### src/fce_pkg.sv
// constants, types and command steps for the dual-die flash host controller
package fce_pkg;
  localparam int ADDR_W = 23;                 // 8,388,608 bytes per die
  localparam int SECTORS = 256;               // uniform 64 Kbyte sectors
  localparam int CLK_NS = 4;                  // ref_clk period
  // bus timing in ns, converted to whole cycles rounded up
  localparam int T_WP_NS = 35;
  localparam int T_WPH_NS = 30;
  localparam int T_ACC_NS = 90;
  localparam int T_RP_NS = 500;
  localparam int T_RH_NS = 50;
  localparam int T_BUSY_NS = 90;
  localparam int WP_CYC = (T_WP_NS + CLK_NS - 1) / CLK_NS;
  localparam int WPH_CYC = (T_WPH_NS + CLK_NS - 1) / CLK_NS;
  localparam int ACC_CYC = (T_ACC_NS + CLK_NS - 1) / CLK_NS;
  localparam int RP_CYC = (T_RP_NS + CLK_NS - 1) / CLK_NS;
  localparam int RH_CYC = (T_RH_NS + CLK_NS - 1) / CLK_NS;
  localparam int BUSY_CYC = (T_BUSY_NS + CLK_NS - 1) / CLK_NS;
  localparam int SYNC_CYC = 3;                // pin synchroniser latency
  // typical algorithm times; only the erase time is used to size the busy timeout
  localparam longint PROG_TYP_US = 5;
  localparam longint ERASE_TYP_MS = 1600;
  localparam longint CYC_PER_MS = 1000000 / CLK_NS;
  localparam longint BUSY_LIMIT_DEF = ERASE_TYP_MS * CYC_PER_MS * SECTORS * 2;
  // command bus values
  localparam logic [ADDR_W-1:0] UNLOCK_A1 = 23'h000555;
  localparam logic [ADDR_W-1:0] UNLOCK_A2 = 23'h0002aa;
  localparam logic [7:0] UNLOCK_D1 = 8'haa;
  localparam logic [7:0] UNLOCK_D2 = 8'h55;
  localparam logic [7:0] CMD_PROGRAM = 8'ha0;
  localparam logic [7:0] CMD_ERASE_SETUP = 8'h80;
  localparam logic [7:0] CMD_CHIP_ERASE = 8'h10;
  localparam logic [7:0] CMD_SECTOR_ERASE = 8'h30;
  localparam logic [7:0] CMD_SUSPEND = 8'hb0;
  localparam logic [7:0] CMD_RESUME = 8'h30;
  localparam logic [7:0] CMD_BYPASS = 8'h20;
  localparam logic [7:0] CMD_BYPASS_EXIT1 = 8'h90;
  localparam logic [7:0] CMD_BYPASS_EXIT2 = 8'h00;
  localparam logic [7:0] CMD_SOFT_RESET = 8'hf0;

  typedef enum logic [3:0] {
    OP_READ, OP_PROGRAM, OP_SECTOR_ERASE, OP_SECTOR_ADD, OP_CHIP_ERASE, OP_SUSPEND,
    OP_RESUME, OP_BYPASS_ENTER, OP_BYPASS_EXIT, OP_SOFT_RESET, OP_HW_RESET
  } fce_op_t;

  typedef struct packed {
    fce_op_t op;
    logic die;
    logic [ADDR_W-1:0] addr;
    logic [7:0] data;
    logic more;
  } fce_cmd_t;

  typedef struct packed {
    logic valid;
    logic err;
    logic [7:0] data;
  } fce_rsp_t;

  typedef struct packed {
    logic die0SelectN;
    logic die1SelectN;
    logic writeEnN;
    logic outEnN;
    logic resetN;
    logic fastProgramEn;
    logic [ADDR_W-1:0] addr;
    logic [7:0] dqOut;
    logic dqOe;
  } fce_pins_t;

  typedef struct packed {
    logic [ADDR_W-1:0] addr;
    logic [7:0] data;
    logic last;
  } fce_step_t;

  localparam fce_pins_t PINS_RST = '{die0SelectN: 1'b1, die1SelectN: 1'b1, writeEnN: 1'b1,
    outEnN: 1'b1, resetN: 1'b1, fastProgramEn: 1'b0, addr: '0, dqOut: 8'h00, dqOe: 1'b0};
endpackage

### src/fce_host.sv
// host controller that drives a dual-die nor flash over its pins
`timescale 1ns/1ns
// What this block does
// [RULE1] only one die select is ever driven low, from the command's die bit.
// [RULE2] each die is addressed with 23 address bits and an 8-bit data bus.
// [RULE3] sector erase commands place the 64 Kbyte sector number in the upper address bits.
// [RULE4] every command byte goes out as a plain timed write cycle.
// [RULE5] after a program sequence the host waits for the device's own algorithm.
// [RULE6] in unlock-bypass mode a program is sent as just two write cycles.
// [RULE7] after an erase sequence the host waits for the embedded erase to end.
// [RULE8] whole-die erase or several sectors appended to one sector erase.
// [RULE9] only addressed sectors are erased; the host never touches others.
// [RULE10] completion is taken from the ready pin, synchronised and filtered.
// [RULE11] once ready the host may read or issue the next command.
// [RULE12] device drops writes during supply transitions; host cannot see it.
// [RULE13] protected sectors refuse program and erase; host reports completion only.
// [RULE14] erase may be suspended while busy and resumed later by command.
// [RULE15] a hardware reset pulse aborts any operation and clears host mode flags.
// [RULE16] holding the fast program pin counts as unlock-bypass mode.
// [RULE17] busy timeout is sized from the typical erase duration only, over all sectors, doubled.
// [RULE18] a fresh device is erased; the host assumes nothing else.
// [RULE19] erased bytes read as ff; programming only clears bits.
module fce_host #(
  parameter longint unsigned BUSY_LIMIT_CYC = fce_pkg::BUSY_LIMIT_DEF
) (
  // clock and reset
  input wire logic ref_clk,
  input wire logic arst_n,
  // user command port
  input wire logic cmdValid,
  output logic cmdReady,
  input fce_pkg::fce_cmd_t cmd,
  input wire logic fastMode,
  // user response port
  output fce_pkg::fce_rsp_t rsp,
  output logic bypassActive,
  output logic eraseSuspended,
  // flash pins
  output fce_pkg::fce_pins_t pins,
  input wire logic [7:0] dqIn,
  input wire logic opDonePin
);
  typedef enum {ST_IDLE, ST_WR_LOW, ST_WR_HIGH, ST_SETTLE, ST_BUSY, ST_RD, ST_RST_LOW, ST_RST_REC} fce_state_t;
  fce_state_t state_q, state_d;
  fce_pkg::fce_cmd_t cmd_q, cmd_d;
  fce_pkg::fce_pins_t pins_q, pins_d;
  fce_pkg::fce_rsp_t rsp_q, rsp_d;
  logic [2:0] idx_q, idx_d;
  logic [8:0] cnt_q, cnt_d;
  logic [39:0] tmo_q, tmo_d;
  logic bypass_q, bypass_d;
  logic susp_q, susp_d;
  logic eraseRun_q, eraseRun_d;
  logic [2:0] doneSync_q;
  logic doneStable_q, doneStable_d;
  logic [7:0] dqS1_q, dqS2_q, dqS3_q;
  logic bypassEff;
  logic accept;
  fce_pkg::fce_step_t step;
  // bus value of write cycle idx for an operation
  function automatic fce_pkg::fce_step_t seqStep(fce_pkg::fce_op_t op, logic [2:0] idx, logic byp,
                                                 logic [fce_pkg::ADDR_W-1:0] a, logic [7:0] d);
    fce_pkg::fce_step_t s;
    logic [fce_pkg::ADDR_W-1:0] ua [6];
    logic [7:0] ud [6];
    s = '{addr: fce_pkg::UNLOCK_A1, data: fce_pkg::CMD_SOFT_RESET, last: 1'b1};
    ua = '{fce_pkg::UNLOCK_A1, fce_pkg::UNLOCK_A2, fce_pkg::UNLOCK_A1, fce_pkg::UNLOCK_A1,
           fce_pkg::UNLOCK_A2, fce_pkg::UNLOCK_A1};
    ud = '{fce_pkg::UNLOCK_D1, fce_pkg::UNLOCK_D2, fce_pkg::CMD_ERASE_SETUP, fce_pkg::UNLOCK_D1,
           fce_pkg::UNLOCK_D2, fce_pkg::CMD_CHIP_ERASE};
    case (op)
      fce_pkg::OP_PROGRAM: begin
        if (byp) begin
          s.addr = (idx == 3'd0) ? fce_pkg::UNLOCK_A1 : a; // [RULE6]
          s.data = (idx == 3'd0) ? fce_pkg::CMD_PROGRAM : d;
          s.last = (idx == 3'd1);
        end else begin
          s.addr = (idx == 3'd3) ? a : ua[idx];
          s.data = (idx == 3'd3) ? d : ((idx == 3'd2) ? fce_pkg::CMD_PROGRAM : ud[idx]);
          s.last = (idx == 3'd3);
        end
      end
      fce_pkg::OP_SECTOR_ERASE, fce_pkg::OP_CHIP_ERASE: begin
        s.addr = ua[idx];
        s.data = ud[idx];
        s.last = (idx == 3'd5);
        if (idx == 3'd5 && op == fce_pkg::OP_SECTOR_ERASE) begin
          s.addr = {a[fce_pkg::ADDR_W-1:16], 16'h0000}; // [RULE3] [RULE9]
          s.data = fce_pkg::CMD_SECTOR_ERASE;
        end
      end
      fce_pkg::OP_SECTOR_ADD: begin
        s.addr = {a[fce_pkg::ADDR_W-1:16], 16'h0000}; // [RULE8]
        s.data = fce_pkg::CMD_SECTOR_ERASE;
      end
      fce_pkg::OP_SUSPEND: s.data = fce_pkg::CMD_SUSPEND; // [RULE14]
      fce_pkg::OP_RESUME: s.data = fce_pkg::CMD_RESUME; // [RULE14]
      fce_pkg::OP_BYPASS_ENTER: begin
        s.addr = ua[idx];
        s.data = (idx == 3'd2) ? fce_pkg::CMD_BYPASS : ud[idx];
        s.last = (idx == 3'd2);
      end
      fce_pkg::OP_BYPASS_EXIT: begin
        s.data = (idx == 3'd0) ? fce_pkg::CMD_BYPASS_EXIT1 : fce_pkg::CMD_BYPASS_EXIT2;
        s.last = (idx == 3'd1);
      end
      default: s.data = fce_pkg::CMD_SOFT_RESET;
    endcase
    return s;
  endfunction
  // operations after which the host waits for the ready pin
  function automatic logic waitsBusy(fce_pkg::fce_cmd_t c);
    case (c.op)
      fce_pkg::OP_PROGRAM, fce_pkg::OP_RESUME, fce_pkg::OP_SUSPEND: return 1'b1;
      fce_pkg::OP_SECTOR_ERASE, fce_pkg::OP_SECTOR_ADD: return !c.more;
      fce_pkg::OP_CHIP_ERASE: return 1'b1;
      default: return 1'b0;
    endcase
  endfunction
  // pin synchronisers: three stages, change taken when stages two and three agree
  always_ff @(posedge ref_clk or negedge arst_n) begin
    if (!arst_n) begin
      doneSync_q <= 3'b111; // idle level of the ready pin, no false busy after reset
      dqS1_q <= 8'h00;
      dqS2_q <= 8'h00;
      dqS3_q <= 8'h00;
    end else begin
      doneSync_q <= {doneSync_q[1:0], opDonePin};
      dqS1_q <= dqIn;
      dqS2_q <= dqS1_q;
      dqS3_q <= dqS2_q;
    end
  end
  assign doneStable_d = (doneSync_q[1] == doneSync_q[2]) ? doneSync_q[2] : doneStable_q; // [RULE10]
  assign bypassEff = bypass_q | pins_q.fastProgramEn; // [RULE16]
  assign step = seqStep(cmd_q.op, idx_q, bypassEff, cmd_q.addr, cmd_q.data);
  assign cmdReady = (state_q == ST_IDLE) ||
                    (state_q == ST_BUSY && eraseRun_q && cmd.op == fce_pkg::OP_SUSPEND); // [RULE14]
  assign accept = cmdValid && cmdReady;
  // next-state logic of the sequencer
  always_comb begin
    state_d = state_q;
    cmd_d = cmd_q;
    pins_d = pins_q;
    rsp_d = '{valid: 1'b0, err: 1'b0, data: rsp_q.data};
    idx_d = idx_q;
    cnt_d = (cnt_q != 9'd0) ? cnt_q - 9'd1 : 9'd0;
    tmo_d = tmo_q;
    bypass_d = bypass_q;
    susp_d = susp_q;
    eraseRun_d = eraseRun_q;
    pins_d.fastProgramEn = fastMode;
    case (state_q)
      ST_IDLE: begin
        pins_d.die0SelectN = 1'b1;
        pins_d.die1SelectN = 1'b1;
        pins_d.outEnN = 1'b1;
        pins_d.dqOe = 1'b0;
        if (accept) begin
          cmd_d = cmd;
          idx_d = 3'd0;
          if (cmd.op == fce_pkg::OP_READ) begin
            state_d = ST_RD;
            cnt_d = 9'(fce_pkg::ACC_CYC + fce_pkg::SYNC_CYC - 1);
            pins_d.addr = cmd.addr; // [RULE2]
            pins_d.die0SelectN = cmd.die; // [RULE1]
            pins_d.die1SelectN = !cmd.die;
            pins_d.outEnN = 1'b0;
          end else if (cmd.op == fce_pkg::OP_HW_RESET) begin
            state_d = ST_RST_LOW;
            cnt_d = 9'(fce_pkg::RP_CYC - 1);
            pins_d.resetN = 1'b0; // [RULE15]
          end else begin
            state_d = ST_WR_LOW;
            cnt_d = 9'(fce_pkg::WP_CYC); // first write cycle only sets up the bus
            pins_d.die0SelectN = cmd.die; // [RULE1]
            pins_d.die1SelectN = !cmd.die;
          end
        end
      end
      ST_WR_LOW: begin
        pins_d.addr = step.addr; // [RULE4]
        pins_d.dqOut = step.data;
        pins_d.dqOe = 1'b1;
        pins_d.writeEnN = 1'b0;
        if (cnt_q == 9'd0 && !pins_q.writeEnN) begin
          state_d = ST_WR_HIGH;
          pins_d.writeEnN = 1'b1; // device latches on the rising edge
          cnt_d = 9'(fce_pkg::WPH_CYC - 1);
        end
      end
      ST_WR_HIGH: begin
        if (cnt_q == 9'd0) begin
          if (!step.last) begin
            idx_d = idx_q + 3'd1;
            state_d = ST_WR_LOW;
            cnt_d = 9'(fce_pkg::WP_CYC);
          end else begin
            pins_d.dqOe = 1'b0;
            case (cmd_q.op)
              fce_pkg::OP_BYPASS_ENTER: bypass_d = 1'b1;
              fce_pkg::OP_BYPASS_EXIT: bypass_d = 1'b0;
              fce_pkg::OP_SUSPEND: susp_d = 1'b1;
              fce_pkg::OP_RESUME: susp_d = 1'b0;
              default: ;
            endcase
            eraseRun_d = cmd_q.op inside {fce_pkg::OP_SECTOR_ERASE, fce_pkg::OP_SECTOR_ADD,
                                          fce_pkg::OP_CHIP_ERASE, fce_pkg::OP_RESUME};
            if (waitsBusy(cmd_q)) begin
              state_d = ST_SETTLE; // [RULE5] [RULE7]
              cnt_d = 9'(fce_pkg::BUSY_CYC + fce_pkg::SYNC_CYC);
              tmo_d = 40'd0;
            end else begin
              state_d = ST_IDLE;
              rsp_d.valid = 1'b1;
            end
          end
        end
      end
      ST_SETTLE: if (cnt_q == 9'd0) state_d = ST_BUSY;
      ST_BUSY: begin
        tmo_d = tmo_q + 40'd1;
        if (accept) begin
          cmd_d = cmd; // suspend the running erase
          idx_d = 3'd0;
          state_d = ST_WR_LOW;
          cnt_d = 9'(fce_pkg::WP_CYC);
          cmd_d.die = cmd_q.die; // selects stay low on the erasing die
        end else if (doneStable_q) begin
          state_d = ST_IDLE; // [RULE10] [RULE11]
          rsp_d.valid = 1'b1;
          eraseRun_d = 1'b0;
        end else if (tmo_q >= 40'(BUSY_LIMIT_CYC)) begin
          state_d = ST_IDLE; // [RULE17]
          rsp_d = '{valid: 1'b1, err: 1'b1, data: rsp_q.data};
          eraseRun_d = 1'b0;
        end
      end
      ST_RD: begin
        if (cnt_q == 9'd0 && dqS2_q == dqS3_q) begin
          rsp_d = '{valid: 1'b1, err: 1'b0, data: dqS3_q}; // [RULE19]
          state_d = ST_IDLE;
          pins_d.outEnN = 1'b1;
          pins_d.die0SelectN = 1'b1;
          pins_d.die1SelectN = 1'b1;
        end
      end
      ST_RST_LOW: begin
        if (cnt_q == 9'd0) begin
          pins_d.resetN = 1'b1;
          state_d = ST_RST_REC;
          cnt_d = 9'(fce_pkg::RH_CYC - 1);
        end
      end
      ST_RST_REC: begin
        bypass_d = 1'b0; // [RULE15]
        susp_d = 1'b0;
        eraseRun_d = 1'b0;
        if (cnt_q == 9'd0) begin
          state_d = ST_IDLE;
          rsp_d.valid = 1'b1;
        end
      end
      default: state_d = ST_IDLE;
    endcase
  end
  // sequencer registers
  always_ff @(posedge ref_clk or negedge arst_n) begin
    if (!arst_n) begin
      state_q <= ST_IDLE;
      cmd_q <= '0;
      pins_q <= fce_pkg::PINS_RST;
      rsp_q <= '0;
      idx_q <= 3'd0;
      cnt_q <= 9'd0;
      tmo_q <= 40'd0;
      bypass_q <= 1'b0;
      susp_q <= 1'b0;
      eraseRun_q <= 1'b0;
      doneStable_q <= 1'b1;
    end else begin
      state_q <= state_d;
      cmd_q <= cmd_d;
      pins_q <= pins_d;
      rsp_q <= rsp_d;
      idx_q <= idx_d;
      cnt_q <= cnt_d;
      tmo_q <= tmo_d;
      bypass_q <= bypass_d;
      susp_q <= susp_d;
      eraseRun_q <= eraseRun_d;
      doneStable_q <= doneStable_d;
    end
  end
  // outputs
  assign pins = pins_q;
  assign rsp = rsp_q;
  assign bypassActive = bypassEff;
  assign eraseSuspended = susp_q;
endmodule

### config.mk
export PLATFORM = sky130hd
export DESIGN_NAME = fce_host
export DESIGN_NICKNAME = d
export VERILOG_FILES = /design/src/fce_pkg.sv /design/src/fce_host.sv
export SDC_FILE = /design/constraint.sdc
export NUM_CORES = 1
export LEC_CHECK = 0
export BUFFER_PORTS_ARGS = -buffer_cell sky130_fd_sc_hd__buf_4
export CORE_MARGIN = 2
export CORE_UTILIZATION = 53
export CTS_BUF_LIST = sky130_fd_sc_hd__clkbuf_2 sky130_fd_sc_hd__clkbuf_4 sky130_fd_sc_hd__clkbuf_8
export CTS_CLUSTER_SIZE = 20
export DETAILED_ROUTE_END_ITERATION = 10
export PLACE_DENSITY = 0.74
export SLEW_MARGIN = 20
export SYNTH_ARGS = -nofsm -noshare
export SYNTH_HDL_FRONTEND = slang
export SYNTH_SLANG_ARGS = --single-unit
### constraint.sdc
create_clock -name ref_clk -period 7.87 [get_ports ref_clk]
set_input_delay 0 -clock ref_clk [delete_from_list [all_inputs] [get_ports ref_clk]]
set_output_delay 0 -clock ref_clk [all_outputs]
set_load 0.005 [all_outputs]
==> flow_summary.json, run 1 <==
{
  "crit_slowest_cell": "o31a_1",
  "maxCapViolations": 0,
  "start_util_pct": 53.84,
  "die-area_sq_mm": 0.01699,
  "relSlewSlack_pct": 35.63,
  "cpLargestDelayFamily": "compound AO/OA/AOI/OAI gates",
  "synth_top_cell_area_share_pct": 47.63,
  "rr_worst_depth": 8,
  "hpwl_um": 13310,
  "clock_skew_ns": 0.01564,
  "critical_path_class": "flop to flop",
  "firstDrtPassIters": 5,
  "slew_viol_final": 0,
  "via_per_inst": 5.753,
  "power_mw": 2.601,
  "tns_ns": 0,
  "post-synth-top-area-cell": "dfrtp_1",
  "cts_tree": "yes",
  "worstSetupEndpointType": "flop",
  "p_per_area_mw_per_mm2": 252.6,
  "cts-root-buf": "clkbuf_8",
  "cp.required_ns": 8.25,
  "synth_cell_types": 77,
  "clockBufferDepth": 2,
  "syn_avg_cell_area_sq_um": 9.327,
  "layout_min_cycle_time_ns": 3.354,
  "core_area_sq_mm": 0.01571,
  "status": "finished, final reports clean",
  "drt_iter0_markers": 698,
  "rsz0062_at_grt": "false",
  "cts_max_level": 4,
  "grt_antenna_before_repair": 0,
  "ir_drop_uv": 135.4,
  "fmax_mhz": 298.2,
  "first_global_vias": 6807,
  "r2r-end": "tmo_q[27]",
  "overflow": 0,
  "final_area_sq_mm": 0.01030,
  "numCtsBuffers": 17,
  "dieHeight_um": 130.3,
  "synth_nets": 966,
  "drive_gt1_share_pct": 17.24,
  "critPathBufInv": 1,
  "cp_slowest_stage_delay_ns": 0.69,
  "syn_inst": 907,
  "synth_warnings": 0,
  "grt_max_degree": 116,
  "period_share_pct": 42.61,
  "wl_per_cell_um": 16.43,
  "diodes": 0,
  "ys_seq_area_share_pct": 50.42,
  "cp_max_fo": 37,
  "cts.clk_slew.worst_paths_ns": 0.10,
  "path_cells": "inv_1 -> ha_1 -> nor3b_2 -> nand3_2 -> o31a_1 -> a21o_4 -> or4_1 -> a21oi_1",
  "startpoint_type": "flop",
  "async_flop_share_pct": 100.0,
  "r2r_setup_slack_ns": 4.52,
  "grt_pass1_wl_um": 34430,
  "min_path_type": "input port to flop",
  "areaGrowthSynthToFinish_pct": 21.74,
  "worst_pin_slew_ns": 0.9655,
  "synth_edf_count": 0,
  "clock_latency_ns": 0.47,
  "final-seq-area_sq_mm": 0.004265,
  "drc": 0,
  "grt_use_total_pct": 25.56,
  "hold_violations": 0,
  "placed_cell_area_sq_mm": 0.009339,
  "routed_wl_um": 20700,
  "synth-seq-cells": 170,
  "syn_area_sq_mm": 0.008459,
  "p_leak_nw": 4.553,
  "synthFlopType": "dfrtp_1",
  "setup_violations": 0,
  "fillCellCount": 1267,
  "reg2reg_from": "cnt_q[0]",
  "io_pins": 101,
  "hold_start": "dqIn[7]",
  "drtAntennaViolNets": 0,
  "port_buffers": 100,
  "gp_congestion": 0.8883,
  "synthTopCellsByArea": "dfrtp_1 (48%), nand2_1 (7.1%), nor2_1 (3.9%)",
  "fin_nets": 1090,
  "multi_input_area_sq_mm": 0.003930,
  "critPathArrivalTime_ns": 3.73,
  "die_x_um": 130.3,
  "cts_num_sinks": 170,
  "hold_depth": 2,
  "rows": 46,
  "whs_endpoint": "dqS1_q[7]",
  "num_vias": 7249
}
## area by class of cell
type,instances,share of cell area (%)
inverters,20,0.7290
clock inverters,15,2.005
well taps,216,2.624
multi-input cells,664,38.16
clock buffers,17,2.272
flip-flops and latches,170,41.42
repair buffers,158,12.79
## registers in the layout (all words and copies together) (netlist names), 3 cells and up
signal and count:
tmo_q 40, pins 38, cmd_q 36, rsp 10, cnt_q 9, dqS1_q 8, dqS2_q 8, dqS3_q 8
doneSync_q 3, idx_q 3, state_q 3
## per-layer routing
layer / wire (um) / up-vias / global-route usage [%] / share of wire, %
met1: 9593 / 3498 / 37.90 / 46
met2: 9648 / 241 / 38.34 / 47
met4: 318 / 0 / 7.322 / 1.5
li1: - / 3482 / - / -
met3: 1141 / 28 / 5.371 / 5.5
met5: 0 / - / 0 / 0
## logic make-up (layout without fill, tap and decap cells)
family | Yosys count | count (layout) | share of synthesized area [%]
compound gates | 223 | 223 | 17.88
simple gates | 385 | 385 | 21.49
mux | 15 | 15 | 1.952
xor+xnor | 31 | 31 | 3.210
buf+inv | 73 | 210 | 3.594
flops | 170 | 170 | 50.42
fa+ha+maj | 10 | 10 | 1.450
## worst max-delay path by stage
stage                  start   endpoint  slack [ns]  cells after the start
detailed placement  cnt_q[0]   pins[37]        4.56                      8
global route        cnt_q[0]  tmo_q[27]        4.31                      8
CTS                 cnt_q[0]  tmo_q[27]        4.55                      8
floorplan           idx_q[2]   pins[31]        5.35                     11
global placement    cnt_q[0]  tmo_q[11]        4.75                      8
finish              cnt_q[0]  tmo_q[27]        4.52                      8
## layout by cell type, fill, tap and decap left out, drive strengths merged, types with 5 or more instances in the layout
master / Yosys / routed
o211ai: 5 / 5
nand4: 19 / 19
nand2b: 7 / 7
a221oi: 12 / 12
a21oi: 55 / 55
and2: 6 / 6
buf: 15 / 107
dfrtp: 161 / 161
a21o: 6 / 6
nor2: 88 / 88
a2111oi: 5 / 5
nand2: 160 / 160
nor4: 11 / 11
xor2: 9 / 9
a211oi: 22 / 22
o21a: 10 / 10
inv: 20 / 27
nand3: 25 / 25
nor2b: 9 / 9
ha: 9 / 9
dfstp: 9 / 9
mux2: 12 / 12
o21ai: 48 / 48
and3: 7 / 7
a31oi: 5 / 5
dlygate4sd3: 0 / 50
clkbuf: 38 / 18
nor3: 17 / 17
xnor2: 22 / 22
or4: 11 / 11
or3: 12 / 12
o22ai: 8 / 8
o31ai: 15 / 15
## through the flow
| step | utilization [%] | std cells | setup WS, ns | hold slack, ns |
|---|---|---|---|---|
| finish | 65.54 | 1260 | 4.516 | 0.1822 |
| global placement | 59.44 | 1178 | 4.750 | 0.1089 |
| floorplan | - | 907 | 5.355 | -0.2956 |
| CTS | 65.42 | 1260 | 4.552 | 0.1521 |
| global route | 65.54 | 1260 | 4.314 | 0.1541 |
| detailed placement | 59.44 | 1178 | 4.561 | 0.1095 |
## what timing repair did
action                                 in CTS  in global routing
endpoints found under the hold margin     187                  0
gates resized for setup                     0                  0
setup buffers                               0                  0
hold buffers                               50                  0
## cell usage after synthesis (all sizes together) (3+ instances only)
cell type,number
dfrtp,161
nand2,160
nor2,88
a21oi,55
o21ai,48
clkbuf,38
nand3,25
a211oi,22
xnor2,22
inv,20
nand4,19
nor3,17
buf,15
o31ai,15
a221oi,12
mux2,12
or3,12
nor4,11
or4,11
o21a,10
dfstp,9
ha,9
nor2b,9
xor2,9
o22ai,8
and3,7
nand2b,7
a21o,6
and2,6
a2111oi,5
a31oi,5
o211ai,5
mux2i,3
nor3b,3
## where the power goes
part | switching (mW) | total [mW] | internal [mW]
Sequential | 0.172 | 1.20 | 1.03
Combinational | 0.402 | 0.722 | 0.320
Clock | 0.355 | 0.682 | 0.328
Total | 0.929 | 2.60 | 1.67
No activity file was read; power rests on OpenSTA's default activity.
==> run 2: changes to the inputs <==
PLACE_DENSITY = 0.77   (was 0.74)
clock period = 2.98 ns   (was 7.87 ns; I/O delays follow)
==> flow_summary.json, run 2 (same netlist as run 1, synthesis figures left out) <==
{
  "drt_iter0_markers": 735,
  "grt_max_degree": 74,
  "postCtsSetupRepairBufs": 0,
  "largest_register_ffs": 40,
  "grt_pass1_wl_um": 35110,
  "rsz0062_at_grt": "false",
  "cts_num_sinks": 170,
  "p_leak_nw": 4.664,
  "io_pins": 101,
  "cp.required_ns": 3.39,
  "hold_violations": 0,
  "relSlewSlack_pct": 38.21,
  "num_vias": 7501,
  "final-seq-area_sq_mm": 0.004265,
  "p_switching_mw": 2.575,
  "clock_latency_ns": 0.48,
  "setup_violations": 0,
  "fillCellCount": 1240,
  "regMostFlops": "tmo_q",
  "port_buffers": 100,
  "critPathArrivalTime_ns": 3.19,
  "grt_antenna_before_repair": 0,
  "numCtsBuffers": 17,
  "multi_input_area_sq_mm": 0.003914,
  "routed_wl_um": 21450,
  "hpwl_um": 14130,
  "die-area_sq_mm": 0.01699,
  "gp_congestion": 0.9203,
  "cts.clk_slew.worst_paths_ns": 0.11,
  "drive_gt1_share_pct": 19.19,
  "diodes": 0,
  "rows": 46,
  "clockPowerShare_pct": 24.8,
  "die_x_um": 130.3,
  "ir_drop_uv": 344.9,
  "wl_met2_um": 10040,
  "startpoint_type": "flop",
  "p_seq_share_pct": 44.6,
  "layout_min_cycle_time_ns": 2.779,
  "mostFrequentLayoutCells": "dfrtp_1 (161), nand2_1 (160), buf_4 (130)",
  "cts_max_level": 4,
  "clock_skew_ns": 0.01349,
  "dieHeight_um": 130.3,
  "cts_tree": "yes",
  "fmax_mhz": 359.9,
  "fin_nets": 1114,
  "final_common_cell": "dfrtp_1",
  "grt_use_total_pct": 26.12,
  "core_area_sq_mm": 0.01571,
  "clockBufferDepth": 2,
  "pwr-share-comb_pct": 30.7,
  "p_int_mw": 4.275,
  "place_inst": 1203,
  "period_share_pct": 93.24,
  "areaGrowthSynthToFinish_pct": 23.71,
  "worst_pin_slew_ns": 0.9269,
  "drc": 0,
  "cts-root-buf": "clkbuf_8",
  "wl_per_cell_um": 16.70,
  "maxCapViolations": 0,
  "wl_met3_um": 1183,
  "first_global_vias": 7075,
  "via_per_inst": 5.842,
  "critical_path_class": "flop to flop",
  "slew_viol_final": 0,
  "status": "finished, final reports clean",
  "firstDrtPassIters": 5,
  "stdcell_count": 1284,
  "worstSetupEndpointType": "flop",
  "p_per_area_mw_per_mm2": 654.5,
  "highest_layer": "met4",
  "p_sw_share_pct": 37.59,
  "wl_met1_um": 9779,
  "cp_max_fo": 37,
  "drtAntennaViolNets": 0,
  "start_util_pct": 53.84,
  "overflow": 0,
  "min_path_type": "input port to async pin",
  "tns_ns": 0
}
## run 2: changes by cell type in the layout (fill, tap and decap cells not counted), moves of 2 or more
cell and delta:
buf_4 +23, buf_12 +2, clkinvlp_4 -2, bufinv_16 -3, clkinv_8 +4
## run 2: through the flow
| stage | setup slack (ns) | area (sq um) | hold WS [ns] | util, % | power (mW) |
|---|---|---|---|---|---|
| after floorplan | 0.4648 | 8459 | -0.2956 | - | 4.339 |
| after global placement | 0.3061 | 9552 | 0.05421 | 60.79 | 5.044 |
| after detailed placement | 0.2692 | 9552 | 0.05578 | 60.79 | 5.097 |
| after CTS | 0.2301 | 10470 | 0.1232 | 66.60 | 6.841 |
| after global routing | 0.06669 | 10470 | 0.1433 | 66.60 | 7.250 |
| final | 0.2014 | 10470 | 0.08946 | 66.60 | 6.849 |
## run 2: final timing paths
check | slack (ns) | depth (start not counted) | to | start
worst max-delay path | 0.20 | 8 | tmo_q[11] | cnt_q[0]
max in group asynchronous | 2.04 | 3 | doneSync_q[1] | arst_n
min in group ref_clk | 0.16 | 2 | dqS1_q[2] | dqIn[2]
worst min register to register | 0.35 | 0 | dqS2_q[1] | dqS1_q[1]
worst max register to register | 0.20 | 8 | tmo_q[11] | cnt_q[0]
worst min-delay path | 0.09 | 2 | pins[32] | arst_n
## run 2: layer usage
metal / vias to the layer above / track usage [%]
met3: 39 / 4.182
met4: 0 / 9.449
met1: 3629 / 38.19
met2: 291 / 39.82
met5: - / 0
li1: 3542 / -
## run 2: final cells by class
type / instances / area share (%)
clock buffers: 17 / 2.236
clock inverters: 15 / 1.805
inverters: 20 / 0.7174
multi-input cells: 664 / 37.40
flip-flops and latches: 170 / 40.76
well taps: 216 / 2.583
repair buffers: 182 / 14.50
## run 2: critical path, stage by stage (launching register included)
cell and delay (ns):
dfrtp_1 0.42, inv_1 0.10, ha_1 0.28, nor3b_2 0.33
nand3_2 0.12, o31a_1 0.40, a21o_4 0.33, or4_1 0.55
a21oi_1 0.17
## run 2: power groups by stage
stage | Sequential [mW] | Combinational (mW) | Clock, mW
floorplan | 2.99 | 1.35 | 0
global placement | 3.07 | 1.97 | 0
global route | 3.11 | 2.34 | 1.80
finish | 3.05 | 2.10 | 1.70
detailed placement | 3.09 | 2.01 | 0
CTS | 3.04 | 2.07 | 1.73
## run 2: repair_timing
action	CTS	global route
setup endpoints to repair	0	4
hold buffers	49	0
gates resized for setup	0	1
endpoints found under the hold margin	146	0
